### src/design/pes_pkg.sv
package pes_pkg;

    // Event select and unit mask codes.
    localparam logic [7:0] EV_L2_REQ = 8'h24;
    localparam logic [7:0] EV_OWN_REQ = 8'h27;
    localparam logic [7:0] EV_L1_WB = 8'h28;
    localparam logic [7:0] EV_LLC = 8'h2e;
    localparam logic [7:0] EV_UNHALTED = 8'h3c;
    localparam logic [7:0] EV_L1_PEND = 8'h48;
    localparam logic [7:0] EV_ST_TLB = 8'h49;

    localparam logic [7:0] UM_CODE_HIT = 8'h10;
    localparam logic [7:0] UM_CODE_MISS = 8'h20;
    localparam logic [7:0] UM_CODE_ANY = 8'h30;
    localparam logic [7:0] UM_PF_HIT = 8'h40;
    localparam logic [7:0] UM_PF_MISS = 8'h80;
    localparam logic [7:0] UM_PF_ANY = 8'hc0;
    localparam logic [7:0] UM_00 = 8'h00;
    localparam logic [7:0] UM_01 = 8'h01;
    localparam logic [7:0] UM_02 = 8'h02;
    localparam logic [7:0] UM_04 = 8'h04;
    localparam logic [7:0] UM_08 = 8'h08;
    localparam logic [7:0] UM_0F = 8'h0f;
    localparam logic [7:0] UM_LLC_MISS = 8'h41;
    localparam logic [7:0] UM_LLC_REF = 8'h4f;

    // Register byte offsets.
    localparam logic [31:0] OFS_CTRL = 32'h0000_0000;
    localparam logic [31:0] OFS_COUNT = 32'h0000_0004;
    localparam logic [31:0] OFS_STATUS = 32'h0000_0008;

    // Control register field positions.
    localparam int CTRL_EVSEL_LSB = 0;
    localparam int CTRL_UMASK_LSB = 8;
    localparam int CTRL_EDGE_BIT = 18;
    localparam int CTRL_EN_BIT = 22;
    localparam int CTRL_CMASK_LSB = 24;
    // Status register field positions.
    localparam int STAT_KNOWN_BIT = 0;
    localparam int STAT_COND_BIT = 1;
    localparam int STAT_AMT_LSB = 8;

    localparam logic [31:0] RST_CTRL = 32'h0000_0000;
    localparam logic [31:0] RST_COUNT = 32'h0000_0000;

    // Reference tick: main clock rate over reference rate, in MHz.
    localparam int CORE_CLK_MHZ = 100;
    localparam int REF_CLK_MHZ = 100;
    localparam int REF_DIV_CYC = (CORE_CLK_MHZ + REF_CLK_MHZ - 1) / REF_CLK_MHZ;
    localparam logic [7:0] REF_DIV_LAST = 8'(REF_DIV_CYC - 1);

    typedef struct packed {
        logic l2_code_fetch_hit;
        logic l2_code_fetch_miss;
        logic l2_prefetch_hit;
        logic l2_prefetch_miss;
        logic store_own_req_miss;
        logic store_own_req_hit_e;
        logic store_own_req_hit_m;
        logic wb_miss;
        logic wb_hit_s;
        logic wb_hit_e;
        logic wb_hit_m;
        logic last_level_ref;
        logic last_level_miss;
        logic thread_halted;
        logic [3:0] outstanding_l1_misses;
        logic store_walk_start;
        logic store_walk_done;
        logic page_miss_handler_store_busy;
    } pes_events_t;

    typedef struct packed {
        logic known;
        logic [3:0] amt;
    } pes_dec_t;

    typedef struct packed {
        logic [7:0] evsel;
        logic [7:0] umask;
        logic edge_det;
        logic enable;
        logic [7:0] cmask;
        logic [31:0] count;
        logic cond;
        logic wr_pend;
        logic [1:0] wr_idx;
        logic wr_ok;
        logic [31:0] rdata;
    } pes_state_t;

    typedef struct packed {
        logic [7:0] cnt;
        logic tick;
    } pes_tick_state_t;

endpackage : pes_pkg

### src/design/pes_ref_tick.sv
`timescale 1ns/1ps
`default_nettype none

// One-cycle enable at the reference rate, derived from the main clock.
module pes_ref_tick (
    input wire logic core_clk,
    input wire logic rst,
    output logic tick
);
    import pes_pkg::*;

    pes_tick_state_t s_q;
    pes_tick_state_t s_d;

    always_comb begin
        s_d = s_q;
        s_d.tick = (s_q.cnt == REF_DIV_LAST);
        if (s_q.cnt == REF_DIV_LAST) begin
            s_d.cnt = 8'h00;
        end else begin
            s_d.cnt = s_q.cnt + 8'h01;
        end
    end

    always_ff @(posedge core_clk) begin
        if (rst) begin
            s_q <= '0;
        end else begin
            s_q <= s_d;
        end
    end

    assign tick = s_q.tick;

endmodule : pes_ref_tick

`default_nettype wire

### src/design/pes_decoder.sv
// What this block does
// - 24H code: 10H hit, 20H miss, 30H all.
// - 24H prefetches: 40H hit, 80H miss.
// - 24H C0H counts every prefetcher request.
// - 27H ownership: 01H miss, 04H exclusive, 08H modified.
// - 27H 0FH counts ownership requests, any state.
// - 28H writebacks: 01H miss, 02H/04H/08H S/E/M hits.
// - 28H 0FH counts every accepted writeback.
// - 2EH 4FH counts last-level references.
// - 2EH 41H counts last-level misses.
// - 3CH 00H counts unhalted thread cycles.
// - 3CH 01H counts reference ticks while unhalted.
// - 48H 01H adds outstanding first-level misses.
// - Threshold 1 with edge counts rises.
// - 49H 01H counts store walks started.
// - 49H 02H counts store walks completed.
// - 49H 04H counts handler busy cycles.
//
// Local design decisions: the AHB-Lite interface to the registers and the register addresses.
`timescale 1ns/1ps
`default_nettype none

module pes_decoder (
    input wire logic core_clk,
    input wire logic rst,
    input wire pes_pkg::pes_events_t ev,
    input wire logic hsel,
    input wire logic [31:0] haddr,
    input wire logic [1:0] htrans,
    input wire logic hwrite,
    input wire logic [2:0] hsize,
    input wire logic [31:0] hwdata,
    input wire logic hready,
    output logic [31:0] hrdata,
    output logic hreadyout,
    output logic hresp
);
    import pes_pkg::*;

    pes_state_t s_q;
    pes_state_t s_d;
    pes_dec_t dec;
    logic ref_tick;
    logic [3:0] inc;
    logic accept;

    localparam logic [1:0] IDX_CTRL = 2'h0;
    localparam logic [1:0] IDX_COUNT = 2'h1;
    localparam logic [1:0] IDX_STATUS = 2'h2;

    function automatic logic [3:0] b2a(input logic b);
        b2a = {3'h0, b};
    endfunction : b2a

    // Maps a byte address to a register index; also reports whether it is mapped.
    function automatic logic [2:0] reg_idx(input logic [31:0] a);
        logic ok;
        ok = 1'b0;
        if (a == OFS_CTRL) begin
            reg_idx = {1'b1, IDX_CTRL};
        end else if (a == OFS_COUNT) begin
            reg_idx = {1'b1, IDX_COUNT};
        end else if (a == OFS_STATUS) begin
            reg_idx = {1'b1, IDX_STATUS};
        end else begin
            reg_idx = {ok, 2'h3};
        end
    endfunction : reg_idx

    function automatic pes_dec_t decode(
        input logic [7:0] es,
        input logic [7:0] um,
        input pes_events_t e,
        input logic tick
    );
        pes_dec_t r;
        r.known = 1'b1;
        r.amt = 4'h0;
        case (es)
            EV_L2_REQ: begin
                case (um)
                    UM_CODE_HIT: r.amt = b2a(e.l2_code_fetch_hit);
                    UM_CODE_MISS: r.amt = b2a(e.l2_code_fetch_miss);
                    UM_CODE_ANY: begin
                        r.amt = b2a(e.l2_code_fetch_hit) + b2a(e.l2_code_fetch_miss);
                    end
                    UM_PF_HIT: r.amt = b2a(e.l2_prefetch_hit);
                    UM_PF_MISS: r.amt = b2a(e.l2_prefetch_miss);
                    UM_PF_ANY: begin
                        r.amt = b2a(e.l2_prefetch_hit) + b2a(e.l2_prefetch_miss);
                    end
                    default: r.known = 1'b0;
                endcase
            end
            EV_OWN_REQ: begin
                case (um)
                    UM_01: r.amt = b2a(e.store_own_req_miss);
                    UM_04: r.amt = b2a(e.store_own_req_hit_e);
                    UM_08: r.amt = b2a(e.store_own_req_hit_m);
                    UM_0F: begin
                        r.amt = b2a(e.store_own_req_miss) + b2a(e.store_own_req_hit_e)
                            + b2a(e.store_own_req_hit_m);
                    end
                    default: r.known = 1'b0;
                endcase
            end
            EV_L1_WB: begin
                case (um)
                    UM_01: r.amt = b2a(e.wb_miss);
                    UM_02: r.amt = b2a(e.wb_hit_s);
                    UM_04: r.amt = b2a(e.wb_hit_e);
                    UM_08: r.amt = b2a(e.wb_hit_m);
                    UM_0F: begin
                        r.amt = b2a(e.wb_miss) + b2a(e.wb_hit_s) + b2a(e.wb_hit_e)
                            + b2a(e.wb_hit_m);
                    end
                    default: r.known = 1'b0;
                endcase
            end
            EV_LLC: begin
                case (um)
                    UM_LLC_REF: r.amt = b2a(e.last_level_ref);
                    UM_LLC_MISS: r.amt = b2a(e.last_level_miss);
                    default: r.known = 1'b0;
                endcase
            end
            EV_UNHALTED: begin
                case (um)
                    UM_00: r.amt = b2a(!e.thread_halted);
                    UM_01: r.amt = b2a(tick && !e.thread_halted);
                    default: r.known = 1'b0;
                endcase
            end
            EV_L1_PEND: begin
                case (um)
                    UM_01: r.amt = e.outstanding_l1_misses;
                    default: r.known = 1'b0;
                endcase
            end
            EV_ST_TLB: begin
                case (um)
                    UM_01: r.amt = b2a(e.store_walk_start);
                    UM_02: r.amt = b2a(e.store_walk_done);
                    UM_04: r.amt = b2a(e.page_miss_handler_store_busy);
                    default: r.known = 1'b0;
                endcase
            end
            default: r.known = 1'b0;
        endcase
        if (!r.known) begin
            r.amt = 4'h0;
        end
        decode = r;
    endfunction : decode

    // The reference tick is an enable, so the counter stays in the one clock domain.
    pes_ref_tick u_ref_tick (
        .core_clk(core_clk),
        .rst(rst),
        .tick(ref_tick)
    );

    assign dec = decode(s_q.evsel, s_q.umask, ev, ref_tick);
    assign accept = hsel && htrans[1] && hready;

    always_comb begin
        logic thr;
        logic [2:0] ri;
        thr = 1'b0;
        ri = 3'h0;
        s_d = s_q;
        inc = dec.amt;
        // A nonzero threshold turns the amount into a yes/no condition per cycle.
        if (s_q.cmask != 8'h00) begin
            thr = ({4'h0, dec.amt} >= s_q.cmask);
            s_d.cond = thr;
            if (s_q.edge_det) begin
                inc = b2a(thr && !s_q.cond);
            end else begin
                inc = b2a(thr);
            end
        end else begin
            s_d.cond = 1'b0;
        end
        if (!s_q.enable) begin
            inc = 4'h0;
        end
        // A software write to the counter wins over the same cycle's increment.
        if (s_q.wr_pend && s_q.wr_ok && s_q.wr_idx == IDX_COUNT) begin
            s_d.count = hwdata;
        end else begin
            s_d.count = s_q.count + {28'h0, inc};
        end
        if (s_q.wr_pend && s_q.wr_ok && s_q.wr_idx == IDX_CTRL) begin
            s_d.evsel = hwdata[CTRL_EVSEL_LSB +: 8];
            s_d.umask = hwdata[CTRL_UMASK_LSB +: 8];
            s_d.edge_det = hwdata[CTRL_EDGE_BIT];
            s_d.enable = hwdata[CTRL_EN_BIT];
            s_d.cmask = hwdata[CTRL_CMASK_LSB +: 8];
        end
        s_d.wr_pend = accept && hwrite;
        if (accept) begin
            ri = reg_idx(haddr);
            s_d.wr_idx = ri[1:0];
            s_d.wr_ok = ri[2];
        end
        // Control and count read data are taken from the next state so a read right after a write sees it; status uses the current decode.
        if (accept && !hwrite) begin
            ri = reg_idx(haddr);
            s_d.rdata = 32'h0000_0000;
            if (ri[2]) begin
                case (ri[1:0])
                    IDX_CTRL: begin
                        s_d.rdata[CTRL_EVSEL_LSB +: 8] = s_d.evsel;
                        s_d.rdata[CTRL_UMASK_LSB +: 8] = s_d.umask;
                        s_d.rdata[CTRL_EDGE_BIT] = s_d.edge_det;
                        s_d.rdata[CTRL_EN_BIT] = s_d.enable;
                        s_d.rdata[CTRL_CMASK_LSB +: 8] = s_d.cmask;
                    end
                    IDX_COUNT: s_d.rdata = s_d.count;
                    IDX_STATUS: begin
                        s_d.rdata[STAT_KNOWN_BIT] = dec.known;
                        s_d.rdata[STAT_COND_BIT] = s_q.cond;
                        s_d.rdata[STAT_AMT_LSB +: 4] = dec.amt;
                    end
                    default: s_d.rdata = 32'h0000_0000;
                endcase
            end
        end
    end

    always_ff @(posedge core_clk) begin
        if (rst) begin
            s_q <= '0;
            s_q.evsel <= RST_CTRL[CTRL_EVSEL_LSB +: 8];
            s_q.umask <= RST_CTRL[CTRL_UMASK_LSB +: 8];
            s_q.cmask <= RST_CTRL[CTRL_CMASK_LSB +: 8];
            s_q.count <= RST_COUNT;
        end else begin
            s_q <= s_d;
        end
    end

    assign hrdata = s_q.rdata;
    assign hreadyout = 1'b1;
    assign hresp = 1'b0;

    // Checks on the decoder; plain means enabled with no threshold or edge.
    logic plain;
    logic nowr;
    assign plain = s_q.enable && s_q.cmask == 8'h00 && !s_q.edge_det;
    assign nowr = !(s_q.wr_pend && s_q.wr_ok && s_q.wr_idx == IDX_COUNT);
endmodule : pes_decoder

`default_nettype wire

### config.mk
export PLATFORM = sky130hd
export DESIGN_NAME = pes_decoder
export DESIGN_NICKNAME = d
export VERILOG_FILES = /design/src/design/pes_pkg.sv /design/src/design/pes_ref_tick.sv /design/src/design/pes_decoder.sv
export SDC_FILE = /design/constraint.sdc
export NUM_CORES = 1
export LEC_CHECK = 0
export ABC_AREA = 1
export BUFFER_PORTS_ARGS = -buffer_cell sky130_fd_sc_hd__buf_2
export CAP_MARGIN = 20
export CORE_ASPECT_RATIO = 1.75
export CORE_MARGIN = 2
export CORE_UTILIZATION = 50
export CTS_CLUSTER_DIAMETER = 30
export CTS_CLUSTER_SIZE = 10
export DETAILED_ROUTE_END_ITERATION = 10
export PLACE_DENSITY_LB_ADDON = 0.3
export SETUP_SLACK_MARGIN = 0.5
export SYNTH_ARGS = -nofsm -noshare
export SYNTH_HDL_FRONTEND = slang
export SYNTH_SLANG_ARGS = --single-unit
export TNS_END_PERCENT = 30
### constraint.sdc
create_clock -name core_clk -period 4.5 [get_ports core_clk]
set_input_delay 0.675 -clock core_clk [delete_from_list [all_inputs] [get_ports core_clk]]
set_output_delay 0.675 -clock core_clk [all_outputs]
set_load 0.01 [all_outputs]
### Word level (Yosys, flattened, before mapping)

Index checks and enable logic that the tools add are counted.

* $lt $le $gt $ge: 1
* equality and inequality tests: 25
* $add $sub $neg: 9
* bitwise gates (word level): 1
* reductions and logical operators: 26
* muxes and demuxes: 37

Operators with widths (count)
* $mux 32: 2
* $eq 8x6->1 const B: 7
* $eq 8x7->1 const B: 5
* $add 32x4->32: 1
* $eq 32x3->1 const B: 1
* $eq 32x4->1 const B: 1
* $logic_not 32->1: 1
* $pmux 4 s7: 1
* $mux 26: 1
* $pmux 4 s5: 1
* $eq 8x4->1 const B: 2
* $eq 8x8->1 const B: 2
* $logic_not 8->1: 2
* $mux 4: 4
* $pmux 8 s2: 1
* $mux 3: 5
* $pmux 2 s6: 1
* $pmux 3 s4: 1
* $pmux 4 s3: 1
* $pmux 6 s2: 1
* $logic_and 1x1->1: 9
* $mux 1: 9
* $add 1x1->2: 4
* $add 8x1->8 const B: 1
* other kinds (24): 35

* bits in registers: 104
* output and inout port bits: 34

### Longest topological paths before layout

* depth in word-level cells: 15
* depth in mapped cells: 33
* gate-level depth less buffers: 33

### Hierarchy

A second synthesis with hierarchy kept.

* cell total of the unflattened synthesis: 1069
* area total of the unflattened synthesis: 6944.2 um^2

Modules (own cells, without submodules)
* pes_decoder: instances 1, cells each 999, area each 6493.7 um^2
* pes_ref_tick: instances 1, cells each 70, area each 450.4 um^2

### Worst setup path before layout

OpenSTA, ideal clock, no wires.

* path type: in2reg
* start: input ev[10] in the netlist's numbering
* end: register s_q (netlist bit hrdata[14])
* arrival: 4235 ps
* setup time: 132 ps
* setup slack: 133 ps
* data required time: 4368 ps
* stages on the path: 26
* path buffers: 0
* path through: fa_1 ha_1 ha_1 nand3_1 nand2_1 nand2_1 nand2_2 ha_1 a21oi_1 o21ai_0 o21ai_0 a211oi_1 o22ai_1 inv_1 ha_1 inv_1 fa_1 o21ai_4 nand2_2 nor2_2 xnor2_1 nand2_1 o211ai_1 nand2_1 nand2_1 a21oi_2

* longest elaborated chain between the ends: 13

RTL lines
* start, declared: RTL line pes_decoder.sv:26 `input wire pes_pkg::pes_events_t ev,`
* $add 3x1->4: RTL line pes_decoder.sv:115 `+ b2a(e.wb_hit_m);`
* $pmux 4 s5 (*): RTL line pes_decoder.sv:108 `case (um)`
* $pmux 4 s7 (*): RTL line pes_decoder.sv:79 `case (es)`
* $mux 4 (*): RTL line pes_decoder.sv:150 `if (!r.known) begin`
* $ge 4x8->1: RTL line pes_decoder.sv:175 `thr = ({4'h0, dec.amt} >= s_q.cmask);`
* $logic_and 1x1->1: RTL line pes_decoder.sv:178 `inc = b2a(thr && !s_q.cond);`
* $mux 1: RTL line pes_decoder.sv:177 `if (s_q.edge_det) begin`
* $mux 4 (*): RTL line pes_decoder.sv:174 `if (s_q.cmask != 8'h00) begin`
* $mux 4 (*): RTL line pes_decoder.sv:185 `if (!s_q.enable) begin`
* $add 32x4->32 (*): RTL line pes_decoder.sv:192 `s_d.count = s_q.count + {28'h0, inc};`
* $mux 32 (*): RTL line pes_decoder.sv:189 `if (s_q.wr_pend && s_q.wr_ok && s_q.wr_idx == IDX_COUNT) begin`
* $pmux 4 s2 (*): RTL line pes_decoder.sv:212 `case (ri[1:0])`
* $mux 32 (*): RTL line pes_decoder.sv:211 `if (ri[2]) begin`
* end, declared: RTL line pes_decoder.sv:40 `pes_state_t s_q;`

Every way passes the cells marked *; elsewhere a longest branch is shown, timed or not.
A chain may end at the register's enable or synchronous reset.

### Final worst setup path

* start: input ev[10] in the netlist's numbering
* end: register s_q (netlist bit hrdata[8])

* longest elaborated chain between the ends: 13

RTL lines (RTL line)
* $add 3x1->4: pes_decoder.sv:115
* $pmux 4 s5 (*): pes_decoder.sv:108
* $pmux 4 s7 (*): pes_decoder.sv:79
* $mux 4 (*): pes_decoder.sv:150
* $ge 4x8->1: pes_decoder.sv:175
* $logic_and 1x1->1: pes_decoder.sv:178
* $mux 1: pes_decoder.sv:177
* $mux 4: pes_decoder.sv:174
* $mux 4: pes_decoder.sv:185
* $add 32x4->32: pes_decoder.sv:192
* $mux 32: pes_decoder.sv:189
* $pmux 4 s3 (*): pes_decoder.sv:212
* $mux 32 (*): pes_decoder.sv:211

Marks and branches as above.

==> flow_summary.ini <==
[run_status]
status = finished with violations
violations = negative setup slack

[critical_path]
crit_path_start_kind = input port
cp.arrival_ns = 4.77
reg2reg_slack_ns = 0.15
cp_max_fo = 4
max_stage_delay_ns = 0.57
crit_required_ns = 4.75
criticalPathCategory = input port to register
critPathSlowestCell = fa_1
cp-end-kind = register

[clock_tree]
cts_tree = done
clk_latency_ns = 0.36
htreeDepth = 3
clock_sinks = 104
clock-root-buffer = clkbuf_16
cts_buffers = 9
cts_buffer_depth = 2
cts_hold_buf = 0
clk_pin_slew_ns = 0.08

[drt]
viasPerCell = 5.190
wirelength_mm = 20.31
vias = 7063
ant_nets = 0
drt-initial-drc-count = 399
avgRoutedWirePerCell_microns = 14.92
drc = 0
dr.pass1.iters = 5

[timing]
finalHoldViolCount = 0
fin_ws_ns = -0.02061
slew-limit-headroom = 0.3999
min_period_ns = 4.521
setup_viol = 1
drv_slew = 0
worstMarginPinSlew_ns = 0.8970
final.setup.tns_ns = -0.02061
rsz0062_at_grt = yes
period_share = 1.005
finClkSkew_ns = 0.006026
fmax_mhz = 221.2

[logic_synthesis]
synth_cell_types = 49
synth_edf_count = 0
synth_cells = 1058
synthArstFlopShare = 0
yosysTopAreaCell = dfxtp_1
netlist_top_cells_count = nand2_1 (282), nor2_1 (151), dfxtp_1 (104)
syn_nets = 1170
yosysWarningCount = 0
ys_ff_latch = 104
synth_area_leaders = dfxtp_1 (31%), nand2_1 (16%), nor2_1 (8.4%), nand3_1 (6.2%), inv_1 (4.6%)
ys_seq_area_frac = 0.3076
yosysMostFrequentCell = nand2_1
avgSynthCellArea_sq_um = 6.398
synth_top_area_share = 0.3076
ys.flop_type = dfxtp_1
synthesis.area_sq_um = 6769

[floorplanning]
num_rows = 56
dieHeight_microns = 157.9
die_x_microns = 91.96
io_pins = 129
die-area_sq_um = 14520
core_area_sq_um = 13310
initial_utilization = 0.5085

[placed_design]
dpl_cell_area_sq_um = 7548
io_buffers = 122
hpwl_mm = 15.92
dpl_worst_slack_ns = -0.4187
routabilityCongestion = 0.9951

[global_routing]
grt_pass1_vias = 6671
grt_max_degree = 47
top_usage_layer = met2
globalRouteMet1Util = 0.2634
grt_usage = 0.2797
grt_first_pass_wirelength_mm = 31.55
use_met3 = 0.02903
grt_overflow_total = 0
antenna_found_initial = 0
use_met2 = 0.5553

[final_layout]
fin_nets = 1294
drive_gt1_frac = 0.2679
final_util = 0.6119
area_delta_synth_final_pct = 20.35
fillers = 1303
diodes = 0
fin_area_sq_um = 8147

[power_and_ir_drop]
clkPwrFrac = 0.432
p_seq_frac = 0.512
ir_worst_vdd_mv = 0.2052
comb_power_share = 0.055
power.internal_mw = 1.354
p_sw_frac = 0.2469
p_leak_nw = 3.832
p_per_area_nw_per_um2 = 220.7
power.switching_mw = 0.4440

[flow_run]
maxCapViolations = 0

[hold_path]
hold_class = register to register
-- sequential cells by signal, indices dropped and copies added (netlist names) --
signal and cells:
hrdata 32, s_q 63, u_ref_tick.s_q 8, u_ref_tick.tick 1
-- what timing repair did --
action                     in CTS  in global routing
pin swaps                      25                 11
buffers inserted               13                  4
setup endpoints to repair      59                 60
resized for setup              23                 21
-- worst paths after layout --
kind / to / from / cells after the start
max reg2reg: hrdata[8] / s_q[79] / 33
min: u_ref_tick.s_q[1] / u_ref_tick.s_q[1] / 1
min reg2reg: u_ref_tick.s_q[1] / u_ref_tick.s_q[1] / 1
max: hrdata[8] / ev[10] / 30
-- final cells by class --
| class | count | area [sq um] | area share |
|---|---|---|---|
| multi-input combinational | 783 | 4081 | 0.5010 |
| sequential | 104 | 2083 | 0.2557 |
| timing repair buffer | 177 | 1069 | 0.1312 |
| inverter | 107 | 406.6 | 0.04992 |
| clock buffer | 9 | 225.2 | 0.02765 |
| tap | 174 | 217.7 | 0.02672 |
| clock inverter | 7 | 63.81 | 0.007833 |
-- power by group through the flow --
stage | registers (mW) | logic (mW) | clock network [mW]
floorplan | 0.943 | 0.0356 | 0
global placement | 0.943 | 0.0932 | 0
detailed placement | 0.943 | 0.0949 | 0
CTS | 0.922 | 0.0989 | 0.785
global route | 0.922 | 0.109 | 0.818
finish | 0.922 | 0.0995 | 0.777
-- layout by cell type, fill, tap and decap left out, types with 12 or more instances in the layout --
cell type and count:
a21oi_1 42, buf_2 120, buf_4 51, dfxtp_1 103
inv_1 82, inv_2 21, nand2_1 272, nand2_2 15
nand3_1 74, nand3_2 12, nand4_1 16, nor2_1 148
nor2_2 15, o21ai_0 37, o21ai_1 15, or2_2 15
-- critical path, delay by kind of cell --
kind	cells	cell delay [ns]
fa+ha+maj	6	1.74
buf+inv	6	0.52
compound gates	9	1.19
simple gates	9	0.66
-- cell families (layout without fill, tap and decap cells) --
logic type	after synthesis	count (layout)	synth area share
compound gates	131	131	0.1087
xor+xnor	12	12	0.01553
fa+ha+maj	17	17	0.03475
buf+inv	171	300	0.1196
flops	104	104	0.3076
mux	8	8	0.01183
other cells	2	2	0.001109
simple gates	613	613	0.4009
-- per-layer routing --
layer	up-vias	share of wire
met5	-	0
met2	220	0.55
met3	75	0.037
met1	3160	0.35
li1	3608	-
met4	0	0.066
-- metrics by stage --
step | power [mW] | hold slack, ns | instances
CTS | 1.806 | 0.4514 | 1357
global route | 1.849 | 0.4744 | 1361
global placement | 1.037 | 0.4308 | 1328
finish | 1.798 | 0.4512 | 1361
floorplan | 0.9787 | 0.4173 | 1058
detailed placement | 1.038 | 0.4392 | 1328
Note: power is estimated with default switching activity, not from simulation.
